[config.mk]
export PLATFORM = sky130hd
export DESIGN_NAME = mid_decoder
export DESIGN_NICKNAME = d
export VERILOG_FILES = /design/src/hw/mid_pkg.sv /design/src/hw/mid_decoder.sv
export VERILOG_INCLUDE_DIRS = /design/src /design/src/hw
export SDC_FILE = /design/constraint.sdc
export NUM_CORES = 1
export LEC_CHECK = 0
export ABC_AREA = 1
export BUFFER_PORTS_ARGS = -buffer_cell sky130_fd_sc_hd__buf_2
export CAP_MARGIN = 15
export CORE_MARGIN = 2
export CORE_UTILIZATION = 45
export CTS_BUF_LIST = sky130_fd_sc_hd__clkbuf_8
export DETAILED_ROUTE_END_ITERATION = 6
export MAX_ROUTING_LAYER = met4
export PLACE_DENSITY = 0.73
export RECOVER_POWER = 25
export SYNTH_ARGS = -nofsm -noshare
export SYNTH_HDL_FRONTEND = slang
export SYNTH_SLANG_ARGS = --single-unit
[constraint.sdc]
create_clock -name sys_clk_i -period 4.3 [get_ports sys_clk_i]
set_input_delay 0.43 -clock sys_clk_i [delete_from_list [all_inputs] [get_ports sys_clk_i]]
set_output_delay 0.43 -clock sys_clk_i [all_outputs]
set_load 0.02 [all_outputs]
[src/hw/mid_cfg.svh]
// offsets, field positions, reset values and timing counts of the decoder
`ifndef MID_CFG_SVH
`define MID_CFG_SVH
// register byte offsets
`define MID_REG_INSN     8'h00
`define MID_REG_OPERAND  8'h04
`define MID_REG_ACC      8'h08
`define MID_REG_STATUS   8'h0C
`define MID_REG_RESULT   8'h10
`define MID_REG_DECODE   8'h14
`define MID_REG_CTRL     8'h18
// status bit positions
`define MID_ST_C         0
`define MID_ST_DC        1
`define MID_ST_Z         2
`define MID_ST_PD        3
`define MID_ST_TO        4
// control field positions
`define MID_CT_PSA       16
`define MID_CT_GIE       17
// reset values
`define MID_STATUS_RST   5'h18
`define MID_CTRL_RST     18'h0_0106
// timing: oscillator periods in one instruction cycle; interrupt vector
`define MID_OSC_PER_CYC  4
`define MID_IRQ_VECTOR   11'h004
// fixed control words
`define MID_W_CLRWD      14'h0064
`define MID_W_STBY       14'h0063
`define MID_W_IRET       14'h0009
`define MID_W_RET        14'h0008
`endif

[src/hw/mid_pkg.sv]
// types shared by the instruction decoder
package mid_pkg;
	typedef enum logic [1:0] {
		MID_IDLE  = 2'b00,
		MID_EXEC  = 2'b01,
		MID_DUMMY = 2'b10
	} mid_state_e;
endpackage

[src/hw/mid_decoder.sv]
// 14-bit instruction decoder and sequencer with a wishbone register port
//
// Design decisions made here: register access over Wishbone and the register offsets.
`timescale 1ns/1ps
`include "mid_cfg.svh"
module mid_decoder
	import mid_pkg::*;
(
	input  wire logic        sys_clk_i,
	input  wire logic        reset_n_i,
	input  wire logic        wb_cyc_i,
	input  wire logic        wb_stb_i,
	input  wire logic        wb_we_i,
	input  wire logic [7:0]  wb_adr_i,
	input  wire logic [3:0]  wb_sel_i,
	input  wire logic [31:0] wb_dat_i,
	output logic      [31:0] wb_dat_o,
	output logic             wb_ack_o,
	input  wire logic [7:0]  port_pins_i,
	input  wire logic        irq_i,
	output logic             file_we_o,
	output logic      [6:0]  file_addr_o,
	output logic      [7:0]  file_data_o,
	output logic             pc_load_o,
	output logic      [10:0] pc_target_o,
	output logic             stack_push_o,
	output logic             stack_pop_o,
	output logic             skip_o,
	output logic             wdt_clear_o,
	output logic             standby_o,
	output logic             prescaler_clear_o,
	output logic             busy_o
);
	mid_state_e  state;
	logic [1:0]  qcnt;
	logic [13:0] insn;
	logic [7:0]  operand;
	logic [7:0]  acc;
	logic [4:0]  status;
	logic [17:0] ctrl;
	logic [7:0]  last_res;
	logic        vec;
	logic        last_two;
	logic        last_skip;
	// 9-bit add with nibble carry in bit 9, shared by add and subtract
	function automatic logic [9:0] mid_add(input logic [7:0] a,
		input logic [7:0] b, input logic ci);
		logic [4:0] lo;
		logic [8:0] s;
		lo = {1'b0, a[3:0]} + {1'b0, b[3:0]} + {4'h0, ci};
		s  = {1'b0, a} + {1'b0, b} + {8'h00, ci};
		return {lo[4], s};
	endfunction
	// operand fields of the word
	wire logic [6:0]  f_addr = insn[6:0];
	wire logic        dest   = insn[7];
	wire logic [2:0]  bitn   = insn[9:7];
	wire logic [7:0]  lit8   = insn[7:0];
	wire logic [10:0] lit11  = insn[10:0];
	// a read-modify-write of the port sees the pins
	wire logic [7:0] opnd = (f_addr == ctrl[6:0]) ? port_pins_i : operand;
	wire logic [7:0] bmask = 8'h01 << bitn;
	wire logic       bval  = |(opnd & bmask);
	wire logic [9:0] add_f = mid_add(acc, opnd, 1'b0);
	wire logic [9:0] sub_f = mid_add(opnd, ~acc, 1'b1);
	wire logic [9:0] add_l = mid_add(lit8, acc, 1'b0);
	wire logic [9:0] sub_l = mid_add(lit8, ~acc, 1'b1);
	// bus decode
	wire logic req    = wb_cyc_i & wb_stb_i & ~wb_ack_o;
	wire logic wr     = req & wb_we_i & wb_sel_i[0];
	wire logic start  = wr & (wb_adr_i == `MID_REG_INSN) & (state == MID_IDLE);
	wire logic commit = (state == MID_EXEC) &
		(qcnt == 2'(`MID_OSC_PER_CYC - 1));
	wire logic irq_go = (state == MID_IDLE) & irq_i & ctrl[`MID_CT_GIE] &
		~start;
	// decoded effect of the current word
	logic [7:0] res;
	logic       to_acc, to_file, c_n, dc_n;
	logic       up_c, up_dc, up_z, skip, pc_chg, push, pop;
	logic       gie_set, wdt_clr, stby, clr_wd;
	// opcode decode; x positions are wildcards so either value decodes
	// the same
	always_comb begin
		res = 8'h00;
		{to_acc, to_file} = 2'b00;
		c_n = status[`MID_ST_C];
		dc_n = status[`MID_ST_DC];
		{up_c, up_dc, up_z, skip} = 4'h0;
		{pc_chg, push, pop, gie_set} = 4'h0;
		{wdt_clr, stby, clr_wd} = 3'h0;
		casez (insn)
		`MID_W_CLRWD: begin
			wdt_clr = 1'b1;
			clr_wd = 1'b1;
		end
		`MID_W_STBY: begin
			wdt_clr = 1'b1;
			stby = 1'b1;
		end
		`MID_W_IRET: begin
			pop = 1'b1;
			pc_chg = 1'b1;
			gie_set = 1'b1;
		end
		`MID_W_RET: begin
			pop = 1'b1;
			pc_chg = 1'b1;
		end
		14'b00_0000_0??0_0000: ;  // no_operation
		14'b00_0000_1???_????: begin
			res = acc;
			to_file = 1'b1;
		end
		14'b00_0001_????_????: begin
			res = 8'h00;
			to_file = dest;
			to_acc = ~dest;
			up_z = 1'b1;
		end
		14'b00_0010_????_????: begin
			res = sub_f[7:0];
			c_n = sub_f[8];
			dc_n = sub_f[9];
			{up_c, up_dc, up_z} = 3'b111;
		end
		14'b00_0011_????_????: begin
			res = opnd - 8'h01;
			up_z = 1'b1;
		end
		14'b00_0100_????_????: begin
			res = acc | opnd;
			up_z = 1'b1;
		end
		14'b00_0101_????_????: begin
			res = acc & opnd;
			up_z = 1'b1;
		end
		14'b00_0110_????_????: begin
			res = acc ^ opnd;
			up_z = 1'b1;
		end
		14'b00_0111_????_????: begin
			res = add_f[7:0];
			c_n = add_f[8];
			dc_n = add_f[9];
			{up_c, up_dc, up_z} = 3'b111;
		end
		14'b00_1000_????_????: begin
			res = opnd;
			up_z = 1'b1;
		end
		14'b00_1001_????_????: begin
			res = ~opnd;
			up_z = 1'b1;
		end
		14'b00_1010_????_????: begin
			res = opnd + 8'h01;
			up_z = 1'b1;
		end
		14'b00_1011_????_????: begin
			res = opnd - 8'h01;
			skip = (res == 8'h00);
		end
		14'b00_1100_????_????: begin
			res = {status[`MID_ST_C], opnd[7:1]};
			c_n = opnd[0];
			up_c = 1'b1;
		end
		14'b00_1101_????_????: begin
			res = {opnd[6:0], status[`MID_ST_C]};
			c_n = opnd[7];
			up_c = 1'b1;
		end
		14'b00_1110_????_????: res = {opnd[3:0], opnd[7:4]};
		14'b00_1111_????_????: begin
			res = opnd + 8'h01;
			skip = (res == 8'h00);
		end
		14'b01_00??_????_????: begin
			res = opnd & ~bmask;
			to_file = 1'b1;
		end
		14'b01_01??_????_????: begin
			res = opnd | bmask;
			to_file = 1'b1;
		end
		14'b01_10??_????_????: skip = ~bval;
		14'b01_11??_????_????: skip = bval;
		14'b10_0???_????_????: begin
			push = 1'b1;
			pc_chg = 1'b1;
		end
		14'b10_1???_????_????: pc_chg = 1'b1;
		14'b11_00??_????_????: begin
			res = lit8;
			to_acc = 1'b1;
		end
		14'b11_01??_????_????: begin
			res = lit8;
			to_acc = 1'b1;
			pop = 1'b1;
			pc_chg = 1'b1;
		end
		14'b11_1000_????_????: begin
			res = lit8 | acc;
			to_acc = 1'b1;
			up_z = 1'b1;
		end
		14'b11_1001_????_????: begin
			res = lit8 & acc;
			to_acc = 1'b1;
			up_z = 1'b1;
		end
		14'b11_1010_????_????: begin
			res = lit8 ^ acc;
			to_acc = 1'b1;
			up_z = 1'b1;
		end
		14'b11_110?_????_????: begin
			res = sub_l[7:0];
			c_n = sub_l[8];
			dc_n = sub_l[9];
			to_acc = 1'b1;
			{up_c, up_dc, up_z} = 3'b111;
		end
		14'b11_111?_????_????: begin
			res = add_l[7:0];
			c_n = add_l[8];
			dc_n = add_l[9];
			to_acc = 1'b1;
			{up_c, up_dc, up_z} = 3'b111;
		end
		default: ;
		endcase
		// byte group routes by the destination bit
		if (insn[13:12] == 2'b00 && insn[11:8] > 4'h1) begin
			to_acc = ~dest;
			to_file = dest;
		end
	end
	// branches and taken skips spend a dummy cycle
	wire logic two_cyc = vec | pc_chg | skip;
	wire logic file_wr = ~vec & to_file;
	// timer count written while prescaler belongs to it
	wire logic psc_clr = file_wr & (f_addr == ctrl[14:8]) &
		ctrl[`MID_CT_PSA];
	// sequencer: four clocks per instruction cycle
	always_ff @(posedge sys_clk_i) begin
		if (!reset_n_i) begin
			state <= MID_IDLE;
			qcnt <= 2'd0;
			vec <= 1'b0;
		end else begin
			qcnt <= (state == MID_IDLE) ? 2'd0 : qcnt + 2'd1;
			case (state)
			MID_IDLE: begin
				if (start || irq_go) begin
					state <= MID_EXEC;
					vec <= irq_go;
				end
			end
			MID_EXEC: begin
				if (commit)
					state <= two_cyc ? MID_DUMMY : MID_IDLE;
			end
			MID_DUMMY: begin
				if (qcnt == 2'(`MID_OSC_PER_CYC - 1))
					state <= MID_IDLE;
			end
			default: state <= MID_IDLE;
			endcase
		end
	end
	// architectural state and one-cycle side-effect pulses
	always_ff @(posedge sys_clk_i) begin
		if (!reset_n_i) begin
			insn <= 14'h0000;
			operand <= 8'h00;
			acc <= 8'h00;
			status <= `MID_STATUS_RST;
			ctrl <= `MID_CTRL_RST;
			last_res <= 8'h00;
			last_two <= 1'b0;
			last_skip <= 1'b0;
			file_we_o <= 1'b0;
			file_addr_o <= 7'h00;
			file_data_o <= 8'h00;
			pc_load_o <= 1'b0;
			pc_target_o <= 11'h000;
			stack_push_o <= 1'b0;
			stack_pop_o <= 1'b0;
			skip_o <= 1'b0;
			wdt_clear_o <= 1'b0;
			standby_o <= 1'b0;
			prescaler_clear_o <= 1'b0;
		end else begin
			// software writes; a word arriving while busy is dropped
			if (start)
				insn <= wb_dat_i[13:0];
			if (wr && wb_adr_i == `MID_REG_OPERAND)
				operand <= wb_dat_i[7:0];
			if (wr && wb_adr_i == `MID_REG_ACC)
				acc <= wb_dat_i[7:0];
			if (wr && wb_adr_i == `MID_REG_STATUS)
				status <= wb_dat_i[4:0];
			if (wr && wb_adr_i == `MID_REG_CTRL)
				ctrl <= wb_dat_i[17:0];
			file_we_o <= 1'b0;
			pc_load_o <= 1'b0;
			stack_push_o <= 1'b0;
			stack_pop_o <= 1'b0;
			skip_o <= 1'b0;
			wdt_clear_o <= 1'b0;
			standby_o <= 1'b0;
			prescaler_clear_o <= 1'b0;
			// commit comes last so hardware updates win over software
			if (commit) begin
				last_two <= two_cyc;
				last_skip <= ~vec & skip;
				if (vec) begin
					pc_load_o <= 1'b1;
					pc_target_o <= `MID_IRQ_VECTOR;
					stack_push_o <= 1'b1;
					ctrl[`MID_CT_GIE] <= 1'b0;
				end else begin
					last_res <= res;
					if (to_acc)
						acc <= res;
					file_we_o <= file_wr;
					file_addr_o <= f_addr;
					file_data_o <= res;
					prescaler_clear_o <= psc_clr;
					pc_load_o <= pc_chg & ~pop;
					pc_target_o <= lit11;
					stack_push_o <= push;
					stack_pop_o <= pop;
					skip_o <= skip;
					wdt_clear_o <= wdt_clr;
					standby_o <= stby;
					if (gie_set)
						ctrl[`MID_CT_GIE] <= 1'b1;
					if (up_c)
						status[`MID_ST_C] <= c_n;
					if (up_dc)
						status[`MID_ST_DC] <= dc_n;
					if (up_z)
						status[`MID_ST_Z] <= (res == 8'h00);
					if (wdt_clr) begin
						status[`MID_ST_TO] <= 1'b1;
						status[`MID_ST_PD] <= clr_wd;
					end
				end
			end
		end
	end
	// read mux; unmapped offsets read zero but still acknowledge
	wire logic [31:0] rd_mux =
		(wb_adr_i == `MID_REG_INSN)    ? {18'h0_0000, insn} :
		(wb_adr_i == `MID_REG_OPERAND) ? {24'h00_0000, operand} :
		(wb_adr_i == `MID_REG_ACC)     ? {24'h00_0000, acc} :
		(wb_adr_i == `MID_REG_STATUS)  ? {27'h000_0000, status} :
		(wb_adr_i == `MID_REG_RESULT)  ? {24'h00_0000, last_res} :
		(wb_adr_i == `MID_REG_DECODE)  ?
			{27'h000_0000, last_skip, last_two, vec, state} :
		(wb_adr_i == `MID_REG_CTRL)    ? {14'h0000, ctrl} : 32'h0000_0000;
	// registered ack, one cycle after the request; drops the next cycle
	always_ff @(posedge sys_clk_i) begin
		if (!reset_n_i) begin
			wb_ack_o <= 1'b0;
			wb_dat_o <= 32'h0000_0000;
		end else begin
			wb_ack_o <= req;
			wb_dat_o <= rd_mux;
		end
	end
	assign busy_o = (state != MID_IDLE);
endmodule // mid_decoder

-- Yosys cells after proc, flatten, opt, wreduce, memory -nomap -nowiden
Cells that the tools add are included.
Widths: inputs -> output; s select.
- flip-flop bits (word level): 127
- input bits: 58
- output and inout bits: 68
- word-level logic and storage cells: 214
- $add $sub $neg: 15
- magnitude comparators: 1
- equal/unequal tests: 49
- shift operators: 1
- mux-type cells: 49
- bitwise logic cells: 38
- reductions and logical operators: 33
- operators with widths (kind ; count):
    $pmux 8 s21 ; 1
    $mux 14 ; 7
    $eq 6x4->1 const B ; 8
    $mux 8 ; 5
    $add 8x8->9 ; 4
    $and 8x8->8 ; 4
    $logic_not 8->1 ; 4
    $eq 14x4->1 const B ; 2
    $eq 14x7->1 const B ; 2
    $eq 6x3->1 const B ; 4
    $eq 8x5->1 const B ; 3
    $not 8->8 ; 3
    $or 8x8->8 ; 3
    $add 4x4->5 ; 4
    $mux 1 ; 20
    $add 9x1->9 const B ; 2
    $eq 6x6->1 const B ; 3
    $mux 18 ; 1
    $eq 4x3->1 const B ; 4
    $eq 8x4->1 const B ; 2
    $reduce_or 8->1 ; 2
    $xor 8x8->8 ; 2
    $and 1x1->1 ; 15
    $mux 5 ; 3
    other kinds (41) ; 78

-- Logic depth before layout (Yosys ltp)
- depth after elaboration: 11
- mapped depth: 29
- depth with buffers taken out: 27

-- Worst setup path after synthesis
OpenSTA, ideal clock, no wires.
- path kind: reg2reg
- start: register insn[1]
- end: register status[2]
- library setup time: 0.066 ns
- arrival time: 3.223 ns
- required time: 4.234 ns
- slack: 1.011 ns
- cell stages (with the launch flop): 26
- path buffers: 1
- period minus slack after synthesis: 3.289 ns
- path through: dfxtp_1 nand2_1 nand2_1 nand3_2 nor2_8 buf_12 nand2_1 nand2_2 ha_1 inv_1 fa_1 inv_1 nand3_1 nand2_1 nand2_1 nand3_1 o21ai_0 nor2_1 nand3_1 nor2_1 nand3_1 nor2_2 nand2_1 nor2_1 nand3_1 a21oi_2
- word-level cells in the longest chain between the ends: 9
- elaborated cells between the ends (all ways): 24
- classes of those cells: 8 x add/sub; 1 x eq/ne; 5 x mux; 9 x bitwise; 1 x reduce/logical
- ends and longest elaborated chain (element ; line ; source):
    start, declared ; mid_decoder.sv:36 ; logic [13:0] insn;
    start signal, assigned ; mid_decoder.sv:299 ; insn <= wb_dat_i[13:0];
    $eq 7x7->1 ; mid_decoder.sv:61 ; wire logic [7:0] opnd = (f_addr == ctrl[6:0]) ? port_pins_i : operand;
    $mux 8 ; mid_decoder.sv:61 ;
    $add 8x8->9 ; mid_decoder.sv:51 ; s = {1'b0, a} + {1'b0, b} + {8'h00, ci};
    $add 9x1->9 ; mid_decoder.sv:51 ;
    $pmux 8 s21 (*) ; mid_decoder.sv:91 ; casez (insn)
    $logic_not 8->1 (*) ; mid_decoder.sv:347 ; status[`MID_ST_Z] <= (res == 8'h00);
    $mux 1 (*) ; mid_decoder.sv:346 ; if (up_z)
    $mux 5 (*) ; mid_decoder.sv:320 ; if (vec) begin
    $mux 5 (*) ; mid_decoder.sv:317 ; if (commit) begin
    end signal, assigned by index ; mid_decoder.sv:345 ; status[`MID_ST_DC] <= dc_n;
    end signal, assigned by index ; mid_decoder.sv:347 ;
    end signal, assigned by index ; mid_decoder.sv:350 ; status[`MID_ST_PD] <= clr_wd;
    end, declared ; mid_decoder.sv:39 ; logic [4:0] status;
Every way passes the cells marked *; elsewhere a longest branch is shown, timed or not.
A chain may end at the register's enable or synchronous reset.

-- Final worst setup path
- start: register insn[5]
- end: register last_res[4]
- word-level cells in the longest chain between the ends: 5
- elaborated cells between the ends (all ways): 14
- classes of those cells: 5 x add/sub; 1 x eq/ne; 2 x mux; 6 x bitwise
- ends and longest elaborated chain (element ; line ; source):
    $eq 7x7->1 (*) ; mid_decoder.sv:61 ;
    $mux 8 (*) ; mid_decoder.sv:61 ;
    $add 8x8->9 ; mid_decoder.sv:51 ;
    $add 9x1->9 ; mid_decoder.sv:51 ;
    $pmux 8 s21 (*) ; mid_decoder.sv:91 ;
    end signal, assigned ; mid_decoder.sv:326 ; last_res <= res;
    end, declared ; mid_decoder.sv:41 ; logic [7:0] last_res;
Marked as above.

==> qor.txt <==
Slew HR -> 29.40%
CTS sink cnt -> 113
Site Rows -> 51
#FFs+latches synth -> 113
First-pass iteration count of the detailed router -> 7
Fillers -> 2106
Sequential-to-total area share from yosys stat -> 25.56%
Top-area cell type share of the netlist area -> 25.56%
Max-cap violations -> 0
Max Slew Vio Count -> 0
# IOs -> 126
Core area -> 0.01940 sq mm
Routability cong. -> 1.039
Routed WL -> 38870 microns
Synthesized cell area -> 0.008850 sq mm
Post-DP HPWL -> 30230 microns
Antenna Violating Nets Remaining -> 0
RSZ-0062 raised after global routing -> false
Worst Setup SP -> insn[5]
Status -> finished, final reports clean
First-pass GRT wire length -> 56810 microns
Peak VDD IR -> 0.2825 mV
Static Leakage -> 0.005176 uW
Skew-Pair Late Insertion Delay -> 0.46 ns
Number of global-route vias before repair -> 9437
Layout Utilization -> 52.88%
Setup crit start kind -> flip-flop
Worst r2r src -> insn[5]
Nature of the critical path endpoint -> flip-flop
Pwr Density -> 219.9 mW/mm^2
DRC Markers -> 0
Antenna Cells -> 0
Synth warn -> 0
DIE AREA -> 0.02080 sq mm
GRT Total Usage -> 38.49%
Initial antenna violation count -> 0
Setup CP Type -> flip-flop to flip-flop
Initial core utilization -> 45.62%
Clock Path Buffers -> 2
Register area -> 0.002262 sq mm
Synth area leader -> dfxtp_1
Post-Layout Inst Area -> 0.01026 sq mm
Reg clk slew, reported paths -> 0.08 ns
Final setup fails -> 0
EDFF count, synth -> 0
Setup_tns -> 0 ns
Vias/cell -> 5.574
Worst path arrival time -> 4.22 ns
Area grow syn2layout -> 15.92%
Min-Delay Path Class -> primary input to flip-flop
Hold WS -> 0.2097 ns
DR WL/cell -> 20.81 microns
Max H-tree Level -> 4
Vert. Die Dim -> 144.2 microns
Layout cells sized above 1 -> 13.41%
Pin slew with the least headroom to its limit -> 1.055 ns
Most numerous cell in the Yosys netlist -> nand2_1
Distinct cells, synth -> 50
Critical Path RT -> 4.65 ns
Pin count of the biggest net entering global routing -> 65
Area contributors post-synth -> dfxtp_1 26%, nand2_1 15%, inv_1 8.4%
Net count, final -> 1692
Clock tree root buffer cell -> clkbuf_8
Num CTS Buffers -> 17
Die span in x -> 144.2 microns
Number of gates resized after CTS -> 0
DR iter-0 viols -> 1069
Area after DPL -> 0.009867 sq mm
TritonCTS clock tree -> done
IO buf count -> 94
Post-synth top flop -> dfxtp_1
Tot Pwr -> 2256 uW
Post-Syn Instances -> 1457
Final period utilization -> 89.91%
Clock Skew -> 0.01409 ns
Total gr overflow -> 0
Final Hold Viols -> 0
Post-CTS Setup Repair Bufs -> 0
Final min period -> 3.866 ns
Hold-fix buffers, CTS -> 0
Vias -> 10410
Hold path startpoint -> wb_dat_i[9]
Post-synth top cells -> 365 x nand2_1, 197 x inv_1, 144 x nor2_1
CP Max Fanout -> 5
Mean Syn Cell Area -> 6.074 sq um
Fmax -> 258.7 MHz
FFs w/ async S/R, synth -> 0%
Multi-input logic area -> 0.005522 sq mm
==> layer usage <==
layer	routed length (microns)	track usage (%)
met5	0	-
met4	2239	18.86
met3	4036	8.675
met2	16920	57.94
met1	15670	48.84
==> power by group <==
| group | total (uW) | switching, uW | internal (uW) | leakage [uW] |
|---|---|---|---|---|
| sequential | 1050 | 0.579 | 1050 | 0.000910 |
| clock | 1130 | 522 | 609 | 0.000223 |
| combinational | 78.1 | 57.8 | 20.3 | 0.00404 |
| total | 2260 | 581 | 1680 | 0.00518 |
==> state kept, by name, indices dropped and copies added, names as in the netlist <==
name               cells
wdt_clear_o            1
file_addr_o            7
last_two               1
status                 5
prescaler_clear_o      1
operand                8
wb_ack_o               1
vec                    1
acc                    8
stack_pop_o            1
insn                  14
qcnt                   2
pc_load_o              1
wb_dat_o              18
last_res               8
ctrl                  18
pc_target_o           11
skip_o                 1
last_skip              1
file_we_o              1
stack_push_o           1
state                  2
standby_o              1
==> worst max-delay path, stage by stage (launching register included) <==
cell	delay (ns)
dfxtp_1	0.53
nand2_1	0.09
nand2_1	0.11
nand2_1	0.06
nor2_1	0.22
nand2_1	0.17
buf_4	0.17
nand2_1	0.08
nand2_1	0.13
fa_1	0.41
inv_1	0.09
nand3_1	0.11
nand2_1	0.09
nand2_1	0.05
nand3_1	0.09
o21ai_0	0.10
nor2_1	0.24
nand3_1	0.14
nor2_1	0.13
nand3_1	0.09
nor2_2	0.27
buf_4	0.18
nand2_1	0.05
o211ai_1	0.09
inv_1	0.05
==> placed cells by master (no fill, tap or decap), types with 14 or more instances in the layout <==
cell | netlist | routed
buf_2 | 7 | 59
ha_1 | 40 | 40
o21ai_0 | 120 | 120
inv_1 | 197 | 197
nand2_1 | 365 | 365
nand3_1 | 130 | 130
nand4_1 | 15 | 15
nor2_1 | 144 | 143
conb_1 | 1 | 14
buf_4 | 17 | 62
clkbuf_8 | 0 | 18
a21oi_1 | 114 | 114
clkbuf_1 | 27 | 36
o211ai_1 | 24 | 24
nand2_2 | 18 | 18
dfxtp_1 | 113 | 113
==> per-stage QoR <==
step | cells | setup WS [ns]
after detailed placement | 1836 | 0.6076
after global routing | 1868 | 0.2459
after CTS | 1868 | 0.5706
after floorplan | 1470 | 1.011
final | 1868 | 0.4338
after global placement | 1836 | 0.6916
==> area by class of cell <==
class / instances / area share (%)
clock inverter: 14 / 1.866
inverter: 210 / 7.684
timing repair buffer: 158 / 8.928
multi-input combinational: 1090 / 53.82
sequential: 113 / 22.05
clock buffer: 18 / 2.415
tap: 265 / 3.232
==> final timing paths <==
kind | cells after the start | slack, ns | end
hold / removal | 3 | 0.21 | insn[9]
hold reg to reg | 1 | 0.44 | qcnt[0]
setup reg to reg | 24 | 0.43 | last_res[4]
setup / recovery | 24 | 0.43 | last_res[4]
==> kinds of logic (layout without fill, tap and decap cells) <==
family | after synthesis | after routing | synth area share (%)
AND/OR/NAND/NOR | 720 | 720 | 35.42
XOR/XNOR | 3 | 3 | 0.2970
flip-flops | 113 | 113 | 25.56
other | 1 | 14 | 0.04237
AO/OA/AOI/OAI | 309 | 309 | 19.44
adder cells (fa/ha/maj) | 44 | 44 | 6.560
buffers and inverters | 267 | 400 | 12.68
(Power assumes the default switching activity.)
